===== config.mk =====
export PLATFORM = sky130hd
export DESIGN_NAME = vop_channel_ctrl
export DESIGN_NICKNAME = d
export VERILOG_FILES = /design/src/hw/vop_pkg.sv /design/src/hw/vop_channel_ctrl.sv /design/src/hw/vop_fifo.sv
export SDC_FILE = /design/constraint.sdc
export NUM_CORES = 1
export LEC_CHECK = 0
export BUFFER_PORTS_ARGS = -buffer_cell sky130_fd_sc_hd__buf_4
export CAP_MARGIN = 0
export CORE_ASPECT_RATIO = 0.5
export CORE_MARGIN = 2
export CORE_UTILIZATION = 60
export CTS_BUF_LIST = sky130_fd_sc_hd__clkbuf_16
export CTS_CLUSTER_SIZE = 28
export DETAILED_ROUTE_END_ITERATION = 8
export PLACE_DENSITY_LB_ADDON = 0.15
export SLEW_MARGIN = 30
export SYNTH_ARGS = -nofsm -noshare
export SYNTH_HDL_FRONTEND = slang
export SYNTH_SLANG_ARGS = --single-unit

===== constraint.sdc =====
create_clock -name clk -period 4.12 [get_ports clk]
set_input_delay 0.618 -clock clk [delete_from_list [all_inputs] [get_ports clk]]
set_output_delay 0.618 -clock clk [all_outputs]
set_load 0.1 [all_outputs]

===== src/hw/vop_pkg.sv =====
/*
 * Shared constants of the per-channel override and pattern-generator block:
 * register offsets, field positions, reset values, output select codes and
 * pattern generator seed.
 * Assumes an 8-bit register port with 8-bit addresses in front of the block.
 */
package vop_pkg;

   // ------------------------------------------------------------
   // Register offsets
   // ------------------------------------------------------------
   localparam logic [7:0] OFS_CAP_COUNT = 8'h08;
   localparam logic [7:0] OFS_OVERRIDE = 8'h09;
   localparam logic [7:0] OFS_PAT_CLK = 8'h0D;
   localparam logic [7:0] OFS_SD_FORCE = 8'h14;
   localparam logic [7:0] OFS_DIV_SEL = 8'h18;
   localparam logic [7:0] OFS_CHARGE_PUMP = 8'h1B;
   localparam logic [7:0] OFS_OUT_SEL = 8'h1E;
   localparam logic [7:0] OFS_LOOP_FILTER = 8'h1F;
   localparam logic [7:0] OFS_PAT_CFG = 8'h30;

   // ------------------------------------------------------------
   // Field positions
   // ------------------------------------------------------------
   localparam int OVR_DIV_BIT = 2;
   localparam int OVR_CP_BIT = 3;
   localparam int OVR_QCLK_BIT = 4;
   localparam int OVR_MUX_BIT = 5;
   localparam int OVR_LPF_BIT = 6;
   localparam int OVR_CAP_BIT = 7;
   localparam int PAT_CLK_EN_BIT = 5;
   localparam int SD_FORCE_ON_BIT = 7;
   localparam int SD_FORCE_OFF_BIT = 6;
   localparam int DIV_SEL_LSB = 4;
   localparam int OUT_SEL_LSB = 5;
   localparam int PAT_EN_BIT = 4;
   localparam int QCLK_EN_BIT = 0;
   localparam int PAT_LOAD_BIT = 3;
   localparam int PAT_BUSY_BIT = 7;
   localparam int PAT_LOCK_BIT = 6;

   // ------------------------------------------------------------
   // Reset values
   // ------------------------------------------------------------
   localparam logic [7:0] RST_OVERRIDE = 8'h00;
   localparam logic [7:0] RST_OUT_SEL = 8'hE0;
   localparam logic [7:0] RST_OTHER = 8'h00;

   // ------------------------------------------------------------
   // Codes
   // ------------------------------------------------------------
   localparam logic [2:0] SEL_RAW = 3'h0;
   localparam logic [2:0] SEL_RETIMED = 3'h1;
   localparam logic [2:0] SEL_ICLK = 3'h2;
   localparam logic [2:0] SEL_QCLK = 3'h3;
   localparam logic [2:0] SEL_PATTERN = 3'h4;
   localparam logic [2:0] SEL_OSC = 3'h5;
   localparam logic [2:0] SEL_INVALID = 3'h6;
   localparam logic [2:0] SEL_MUTE = 3'h7;
   localparam logic [1:0] SEQ_PRBS9 = 2'h0;
   localparam logic [1:0] SEQ_PRBS31 = 2'h2;
   localparam logic [30:0] PRBS_SEED = 31'h7FFFFFFF;
   localparam int FIFO_DEPTH = 4;
   localparam int FIFO_WIDTH = 1;

endpackage


===== src/hw/vop_channel_ctrl.sv =====
/*
 * Per-channel override control and pattern generator of a serial retimer:
 * register file, divider/charge-pump/capacitor/loop-filter overrides,
 * forced signal detect, output selection and PRBS-9/PRBS-31 generator,
 * with a 4-word FIFO in the output bit stream.
 * Assumes an 8-bit register port, one clock, and data/clock sources that
 * are already on that clock; status pins from the analog side are not.
 */
`timescale 1ns/1ps
`default_nettype none
module vop_channel_ctrl
   import vop_pkg::*;
(
   // Clock and reset
   input wire logic clk,
   input wire logic rstn,
   // Register port
   input wire logic [7:0] regAddr,
   input wire logic [7:0] regWrData,
   input wire logic regWrEn,
   output logic [7:0] regRdData,
   // Analog status pins
   input wire logic signalPresent,
   input wire logic cdrLocked,
   input wire logic [2:0] detectedRateCode,
   // Output sources on this clock
   input wire logic rawData,
   input wire logic retimedData,
   input wire logic in_phase_vco_clock,
   input wire logic quadrature_vco_clock,
   input wire logic internalOscClock,
   // Analog controls
   output logic [2:0] vcoDivCode,
   output logic [4:0] vcoCapCount,
   output logic vcoCapOverride,
   output logic [4:0] loop_filter_voltage_source,
   output logic loopFilterOverride,
   output logic chargePumpEnable,
   output logic [1:0] chargePumpSetting,
   output logic vcoLockHold,
   output logic signalDetect,
   output logic channelEnable,
   output logic [2:0] outSelActive,
   // Channel output stream
   output logic chanBit,
   output logic chanValid,
   input wire logic chanReady
);

   // ------------------------------------------------------------
   // State
   // ------------------------------------------------------------
   typedef struct packed {
      logic [7:0] capCount;
      logic [7:0] overrideCtl;
      logic [7:0] patClk;
      logic [7:0] sdForce;
      logic [7:0] divSel;
      logic [7:0] chargePump;
      logic [7:0] outSel;
      logic [7:0] loopFilter;
      logic [7:0] patCfg;
      logic [4:0] syncA;
      logic [4:0] syncB;
      logic [4:0] syncC;
      logic [4:0] status;
      logic [30:0] lfsr;
      logic [3:0] bitCnt;
      logic [7:0] rdData;
      logic [2:0] oDiv;
      logic [4:0] oCap;
      logic oCapOv;
      logic [4:0] oLpf;
      logic oLpfOv;
      logic oCpEn;
      logic [1:0] oCp;
      logic oLockHold;
      logic oSd;
      logic oChanEn;
      logic [2:0] oSel;
   } vop_ctrl_state_t;

   vop_ctrl_state_t q, d;

   // ------------------------------------------------------------
   // Decoding helpers
   // ------------------------------------------------------------
   // Divider code to bit-clock period minus one; codes above four are not
   // legal, they fall to the slowest ratio so the counter stays bounded
   function automatic logic [3:0] ratioMinusOne(input logic [2:0] code);
      case (code)
         3'h0: ratioMinusOne = 4'h0;
         3'h1: ratioMinusOne = 4'h1;
         3'h2: ratioMinusOne = 4'h3;
         3'h3: ratioMinusOne = 4'h7;
         default: ratioMinusOne = 4'hF;
      endcase
   endfunction

   // Register read decode
   function automatic logic [7:0] readReg(input vop_ctrl_state_t s,
                                          input logic [7:0] addr,
                                          input logic busy);
      logic [7:0] v;
      v = 8'h00;
      case (addr)
         OFS_CAP_COUNT: v = s.capCount;
         OFS_OVERRIDE: v = s.overrideCtl;
         OFS_PAT_CLK: v = s.patClk;
         OFS_SD_FORCE: v = s.sdForce;
         OFS_DIV_SEL: v = s.divSel;
         OFS_CHARGE_PUMP: v = s.chargePump;
         OFS_OUT_SEL: v = s.outSel;
         OFS_LOOP_FILTER: v = s.loopFilter;
         OFS_PAT_CFG: begin
            v = s.patCfg;
            v[PAT_BUSY_BIT] = busy;
            v[PAT_LOCK_BIT] = s.status[1];
         end
         default: v = 8'h00;
      endcase
      readReg = v;
   endfunction

   // ------------------------------------------------------------
   // Combinational signals
   // ------------------------------------------------------------
   logic present;
   logic locked;
   logic [2:0] autoCode;
   logic sdActive;
   logic [2:0] divCode;
   logic [2:0] selCode;
   logic cpDisabled;
   logic patEnabled;
   logic patLoaded;
   logic patRunning;
   logic prbsNew;
   logic prbsBit;
   logic srcBit;
   logic bitTick;
   logic fifoInReady;

   // Debounced status from the analog side
   assign present = q.status[0];
   assign locked = q.status[1];
   assign autoCode = q.status[4:2];

   // Forced detect on, forced off, or follow the pin
   always_comb begin
      if (q.sdForce[SD_FORCE_ON_BIT] && !q.sdForce[SD_FORCE_OFF_BIT]) begin
         sdActive = 1'b1;
      end else if (q.sdForce[SD_FORCE_OFF_BIT]) begin
         sdActive = 1'b0;
      end else begin
         sdActive = present;
      end
   end

   // Divider code: override field or the detected rate
   always_comb begin
      if (q.overrideCtl[OVR_DIV_BIT]) begin
         divCode = q.divSel[DIV_SEL_LSB +: 3];
      end else begin
         divCode = autoCode;
      end
   end

   // Output selection, default path mutes without detect and takes the field until locked
   always_comb begin
      if (q.overrideCtl[OVR_MUX_BIT]) begin
         selCode = q.outSel[OUT_SEL_LSB +: 3];
      end else if (!sdActive) begin
         selCode = SEL_MUTE;
      end else if (locked) begin
         selCode = SEL_RETIMED;
      end else begin
         selCode = q.outSel[OUT_SEL_LSB +: 3];
      end
   end

   // Charge pump off only with override bit and zero field
   assign cpDisabled = q.overrideCtl[OVR_CP_BIT]
                       && (q.chargePump[1:0] == 2'b00);

   // Generator controls
   assign patEnabled = q.outSel[PAT_EN_BIT];
   assign patLoaded = q.patCfg[PAT_LOAD_BIT];
   assign patRunning = patEnabled && patLoaded
                       && q.patClk[PAT_CLK_EN_BIT];

   // Feedback taps: only code two picks the long sequence
   always_comb begin
      if (q.patCfg[1:0] == SEQ_PRBS31) begin
         prbsNew = q.lfsr[30] ^ q.lfsr[27];
      end else begin
         prbsNew = q.lfsr[8] ^ q.lfsr[4];
      end
   end
   assign prbsBit = patEnabled & prbsNew;

   // Output multiplexer source
   always_comb begin
      case (selCode)
         SEL_RAW: srcBit = rawData;
         SEL_RETIMED: srcBit = retimedData;
         SEL_ICLK: srcBit = in_phase_vco_clock;
         SEL_QCLK: srcBit = quadrature_vco_clock
                            & q.overrideCtl[OVR_QCLK_BIT]
                            & q.outSel[QCLK_EN_BIT];
         SEL_PATTERN: srcBit = prbsBit;
         SEL_OSC: srcBit = internalOscClock;
         default: srcBit = 1'b0;
      endcase
   end

   // Bit clock: one tick per divide period, stalled by a full FIFO
   assign bitTick = sdActive && (q.bitCnt == ratioMinusOne(divCode));

   // ------------------------------------------------------------
   // Next state
   // ------------------------------------------------------------
   always_comb begin
      d = q;

      // Register writes
      if (regWrEn) begin
         case (regAddr)
            OFS_CAP_COUNT: d.capCount = regWrData;
            OFS_OVERRIDE: d.overrideCtl = regWrData;
            OFS_PAT_CLK: d.patClk = regWrData;
            OFS_SD_FORCE: d.sdForce = regWrData;
            OFS_DIV_SEL: d.divSel = regWrData;
            OFS_CHARGE_PUMP: d.chargePump = regWrData;
            OFS_OUT_SEL: d.outSel = regWrData;
            OFS_LOOP_FILTER: d.loopFilter = regWrData;
            OFS_PAT_CFG: d.patCfg = regWrData;
            default: d.rdData = q.rdData;
         endcase
      end
      d.rdData = readReg(q, regAddr, patRunning);

      // Three-stage pin synchroniser; a change counts once stages agree
      d.syncA = {detectedRateCode, cdrLocked, signalPresent};
      d.syncB = q.syncA;
      d.syncC = q.syncB;
      d.status[1:0] = (~(q.syncB[1:0] ^ q.syncC[1:0]) & q.syncC[1:0])
                      | ((q.syncB[1:0] ^ q.syncC[1:0]) & q.status[1:0]);
      if (q.syncB[4:2] == q.syncC[4:2]) begin
         d.status[4:2] = q.syncC[4:2]; // Rate code moves as one word
      end

      // Bit-clock divider, held while the FIFO refuses a bit
      if (!sdActive) begin
         d.bitCnt = 4'h0;
      end else if (bitTick) begin
         if (fifoInReady) begin
            d.bitCnt = 4'h0;
         end
      end else begin
         d.bitCnt = q.bitCnt + 4'h1;
      end

      // Pattern generator register
      if (!patLoaded) begin
         d.lfsr = PRBS_SEED;
      end else if (patRunning && bitTick && fifoInReady) begin
         d.lfsr = {q.lfsr[29:0], prbsNew};
      end

      // Registered analog controls
      d.oDiv = divCode;
      d.oCap = q.capCount[4:0];
      d.oCapOv = q.overrideCtl[OVR_CAP_BIT];
      d.oLpf = q.loopFilter[4:0];
      d.oLpfOv = q.overrideCtl[OVR_LPF_BIT];
      d.oCpEn = !cpDisabled;
      d.oCp = q.chargePump[1:0];
      d.oLockHold = locked && !cpDisabled;
      d.oSd = sdActive;
      d.oChanEn = sdActive;
      d.oSel = selCode;
   end

   // ------------------------------------------------------------
   // State register
   // ------------------------------------------------------------
   always_ff @(posedge clk or negedge rstn) begin
      if (!rstn) begin
         q <= '0;
         q.overrideCtl <= RST_OVERRIDE;
         q.outSel <= RST_OUT_SEL;
         q.capCount <= RST_OTHER;
         q.lfsr <= PRBS_SEED;
         q.oCpEn <= 1'b1;
         q.oSel <= SEL_MUTE;
      end else begin
         q <= d;
      end
   end

   // ------------------------------------------------------------
   // Output FIFO
   // ------------------------------------------------------------
   vop_fifo #(
      .WIDTH(FIFO_WIDTH),
      .DEPTH(FIFO_DEPTH)
   ) u_fifo (
      .clk(clk),
      .rstn(rstn),
      .inData(srcBit),
      .inValid(bitTick),
      .inReady(fifoInReady),
      .outData(chanBit),
      .outValid(chanValid),
      .outReady(chanReady)
   );

   // ------------------------------------------------------------
   // Outputs
   // ------------------------------------------------------------
   assign regRdData = q.rdData;
   assign vcoDivCode = q.oDiv;
   assign vcoCapCount = q.oCap;
   assign vcoCapOverride = q.oCapOv;
   assign loop_filter_voltage_source = q.oLpf;
   assign loopFilterOverride = q.oLpfOv;
   assign chargePumpEnable = q.oCpEn;
   assign chargePumpSetting = q.oCp;
   assign vcoLockHold = q.oLockHold;
   assign signalDetect = q.oSd;
   assign channelEnable = q.oChanEn;
   assign outSelActive = q.oSel;

endmodule
`default_nettype wire


===== src/hw/vop_fifo.sv =====
/*
 * Small synchronous FIFO with valid/ready on both sides.
 * Assumes one clock and an active-low asynchronous reset.
 */
`timescale 1ns/1ps
`default_nettype none
module vop_fifo #(
   parameter int WIDTH = 1,
   parameter int DEPTH = 4
) (
   // Clock and reset
   input wire logic clk,
   input wire logic rstn,
   // Filling side
   input wire logic [WIDTH-1:0] inData,
   input wire logic inValid,
   output logic inReady,
   // Draining side
   output logic [WIDTH-1:0] outData,
   output logic outValid,
   input wire logic outReady
);
   localparam int AW = (DEPTH > 1) ? $clog2(DEPTH) : 1;

   typedef struct packed {
      logic [DEPTH-1:0][WIDTH-1:0] mem;
      logic [AW-1:0] wrPtr;
      logic [AW-1:0] rdPtr;
      logic [AW:0] count;
   } vop_fifo_state_t;

   vop_fifo_state_t q, d;
   logic push;
   logic pop;

   // Handshakes
   assign inReady = (q.count != (AW+1)'(DEPTH));
   assign outValid = (q.count != '0);
   assign outData = q.mem[q.rdPtr];
   assign push = inValid & inReady;
   assign pop = outValid & outReady;

   // Next state
   always_comb begin
      d = q;
      if (push) begin
         d.mem[q.wrPtr] = inData;
         d.wrPtr = (q.wrPtr == AW'(DEPTH-1)) ? '0 : q.wrPtr + 1'b1;
      end
      if (pop) begin
         d.rdPtr = (q.rdPtr == AW'(DEPTH-1)) ? '0 : q.rdPtr + 1'b1;
      end
      if (push && !pop) begin
         d.count = q.count + 1'b1;
      end else if (pop && !push) begin
         d.count = q.count - 1'b1;
      end
   end

   // State register
   always_ff @(posedge clk or negedge rstn) begin
      if (!rstn) begin
         q <= '0;
      end else begin
         q <= d;
      end
   end
endmodule
`default_nettype wire


==> qor.csv <==
metric,value,unit
DP HPWL,8.86,mm
largest family of logic cells by synthesized area,multiplexers,
Fin. Hold Viols,0,
Worst setup SP type,flop,
status,"complete, no violations",
Vert. Die Dim,81.9,um
Initial Util,61.6,%
complex-gate fraction of the synthesized area,7.00,%
synth unique cells,57,
Relative slew margins,40.6,%
initial antenna violation count,0,
worst vdd ir,0.319,mV
CTS tree,done,
"Slew Viols, Final",0,
Period minus WS final,3.02,ns
Clock Sinks,167,
clock latency on the worst-skew pair,0.41,ns
Post-synth ARST share,100,%
Clk pwr share,35.8,%
RSZ-0062 raised after global routing,no,
leading post-synthesis cells by cell area,"dfrtp_1 44%, dfstp_2 14%, mux2_2 12%, mux2i_1 6.6%, buf_4 3.1%",
XOR/XNOR share of the synthesized area,0.963,%
htree depth,4,
Tightest Hold Check Type,in -> async,
CP endpoint kind,flop,
Post-CTS Resized,0,
Area growth syn-to-layout,13.4,%
post-synthesis mux area share,19.8,%
grt total ovfl,0,
Setup Slack @ Placement,1.09,ns
CTS Buf Count,17,
Worst Path Required,4.46,ns
register clock-pin slew on the reported worst setup and hold paths,0.06,ns
MaxCap Viol Count,0,
setup bufs post-CTS,0,
FF-to-FF Start,q[145],
die area,13100,um^2
first-pass GRT wire length,22.3,mm
Synth area leader,dfrtp_1,
switching share of power,30.8,%
top_reg_cell synth,dfrtp_1,
largest net degree at the start of global routing,85,
Synthesized Nets,582,
register area share after synthesis,58.1,%
Pre-antenna DRT Iters,5,
ratio of cells with drive above 1 in the final layout,37.9,%
Worst-Margin Slew,0.889,ns
ANT nets after route,0,
Lkg Pwr,3.75,nW
Fillers,837,
Cells after Synth,544,
WS Path Type,reg -> reg,
clock skew,0.0102,ns
WL final,13.7,mm
mapped cell area,7280,um^2
Final Core Density,69.9,%
Critical Path Source,q[145],
hold_buf cts,0,
core area,11800,um^2
"EDFF count, synth",0,
maximum buffer depth of the clock tree,2,
root buf cell,clkbuf_16,
Synth Area in Adders,1.75,%
Int Pwr,2.84,mW
Die Width,160,um
drt drc,0,
number of diodes,0,
I/O pin count,64,
Initial DRC Count,263,
Fmax achieved,331,MHz
worst reg2reg path depth,10,
post-route clock period utilization,73.4,%
crit path capture,u_fifo.q[2],
area fraction of the dominant cell type after synthesis,44.4,%
post-route setup slack,1.10,ns
Rows,28,
drt wl/cell,18.0,um
Setup TNS,0,ns
Power Dens Cells,497,nW/um^2
crit path max fanout,11,
area share of and/or/nand/nor cells after synthesis,8.12,%
Avg Inst Size Synth,13.4,um^2
R2R Setup Slk,1.10,ns
I/O Buffers,63,
vias in the first global route,4212,
Seq cells post-synth,167,
Avg Vias per Cell,5.62,
Seq pwr share,46.2,%
Final nets,622,
final-report setup violation count,0,
Net Switching,1.26,mW
vias,4281,
Total GRT Usage,22.4,%
critical path data arrival time,3.36,ns
RR Endpoint,u_fifo.q[2],
Comb pwr share,18.0,%
routability cong.,0.834,
Synth Warn #,0,
## through the flow
step / total power, mW / hold slack, ns / instance area, um^2 / instances
2_1_floorplan: 2.48 / 0.322 / 7280 / 544
3_3_place_gp: 2.64 / 0.333 / 7700 / 730
3_5_place_dp: 2.66 / 0.346 / 7710 / 730
4_1_cts: 4.13 / 0.277 / 8250 / 762
5_1_grt: 4.29 / 0.285 / 8250 / 762
6_report: 4.10 / 0.255 / 8250 / 762
## Yosys cell counts (2+ instances only)
cell	n
a211o_1	7
a21oi_1	8
a22oi_1	15
a31oi_1	2
and3_1	2
buf_1	2
buf_2	2
buf_4	30
clkbuf_1	9
dfrtp_1	129
dfstp_2	38
ha_1	7
inv_1	7
maj3_1	2
mux2_1	4
mux2_2	77
mux2i_1	48
nand2_1	45
nand2b_1	4
nand3_1	6
nand4_1	2
nor2_1	16
nor2_2	4
nor2b_1	6
nor3_1	3
nor3b_1	4
nor4_4	2
nor4b_1	2
o21a_1	2
o21ai_0	8
o22ai_1	16
o2bb2ai_1	2
or3_1	3
xnor2_1	3
xor2_1	5
## layout make-up
cell class	count	area (um^2)	share of cell area (%)
Sequential cell	167	4230	51.2
Multi-Input combinational cell	326	2740	33.2
Timing Repair Buffer	65	504	6.11
Inverter	7	26.3	0.318
Clock inverter	14	97.6	1.18
Clock buffer	18	450	5.46
Tap cell	165	206	2.50
## cell families after synthesis
logic type	Yosys count
flip-flops	167
multiplexers	131
AND/OR/NAND/NOR	108
AO/OA/AOI/OAI	69
buffers and inverters	51
adder cells (fa/ha/maj)	10
XOR/XNOR	8
## critical path, stage by stage, from the launching register on
cell	delay [ns]
dfrtp_1	0.59
mux2i_4	0.31
nor4b_4	0.28
o211ai_4	0.15
nor4_4	0.48
ha_1	0.28
inv_1	0.06
fa_1	0.37
xor2_1	0.15
nor2_1	0.12
xor2_1	0.15
## power groups by stage
stage / Clock (mW) / Sequential, mW / Combinational [mW]
after floorplan: 0 / 1.91 / 0.568
after global placement: 0 / 1.92 / 0.721
after detailed placement: 0 / 1.92 / 0.736
after CTS: 1.49 / 1.89 / 0.747
after global routing: 1.57 / 1.92 / 0.798
final: 1.47 / 1.90 / 0.737
## registers in the layout (all words and copies together) (netlist names), 2 cells and up, named ones only
register	flops
q	94
chargePumpSetting	2
u_fifo.q	11
loop_filter_voltage_source	5
regRdData	8
autoCode	3
vcoDivCode	3
outSelActive	3
vcoCapCount	5
d	24
## worst min-delay path by stage
stage	startpoint	endpoint
finish	rstn	d[81]
global route	detectedRateCode[1]	d[80]
CTS	rstn	d[81]
detailed placement	d[80]	d[75]
global placement	d[80]	d[75]
floorplan	rstn	async pin
## layout by cell type (no fill, tap or decap), types with 8 or more instances in the layout
master and instances:
nor2_1 16, inv_1 10, a21oi_1 8, buf_4 63, o21ai_0 8, mux2_2 77, clkbuf_16 18, dfstp_2 38
o22ai_1 16, dfrtp_1 128, mux2i_1 48, nand2_1 45, a22oi_1 15
## metal layers
layer  routed length [um]  GRT usage, %
met4                  131          6.36
met1                 6740          31.7
met2                 6340          35.6
met3                  494          5.10
met5                    0             0
Note: power is estimated with default switching activity, not from simulation.
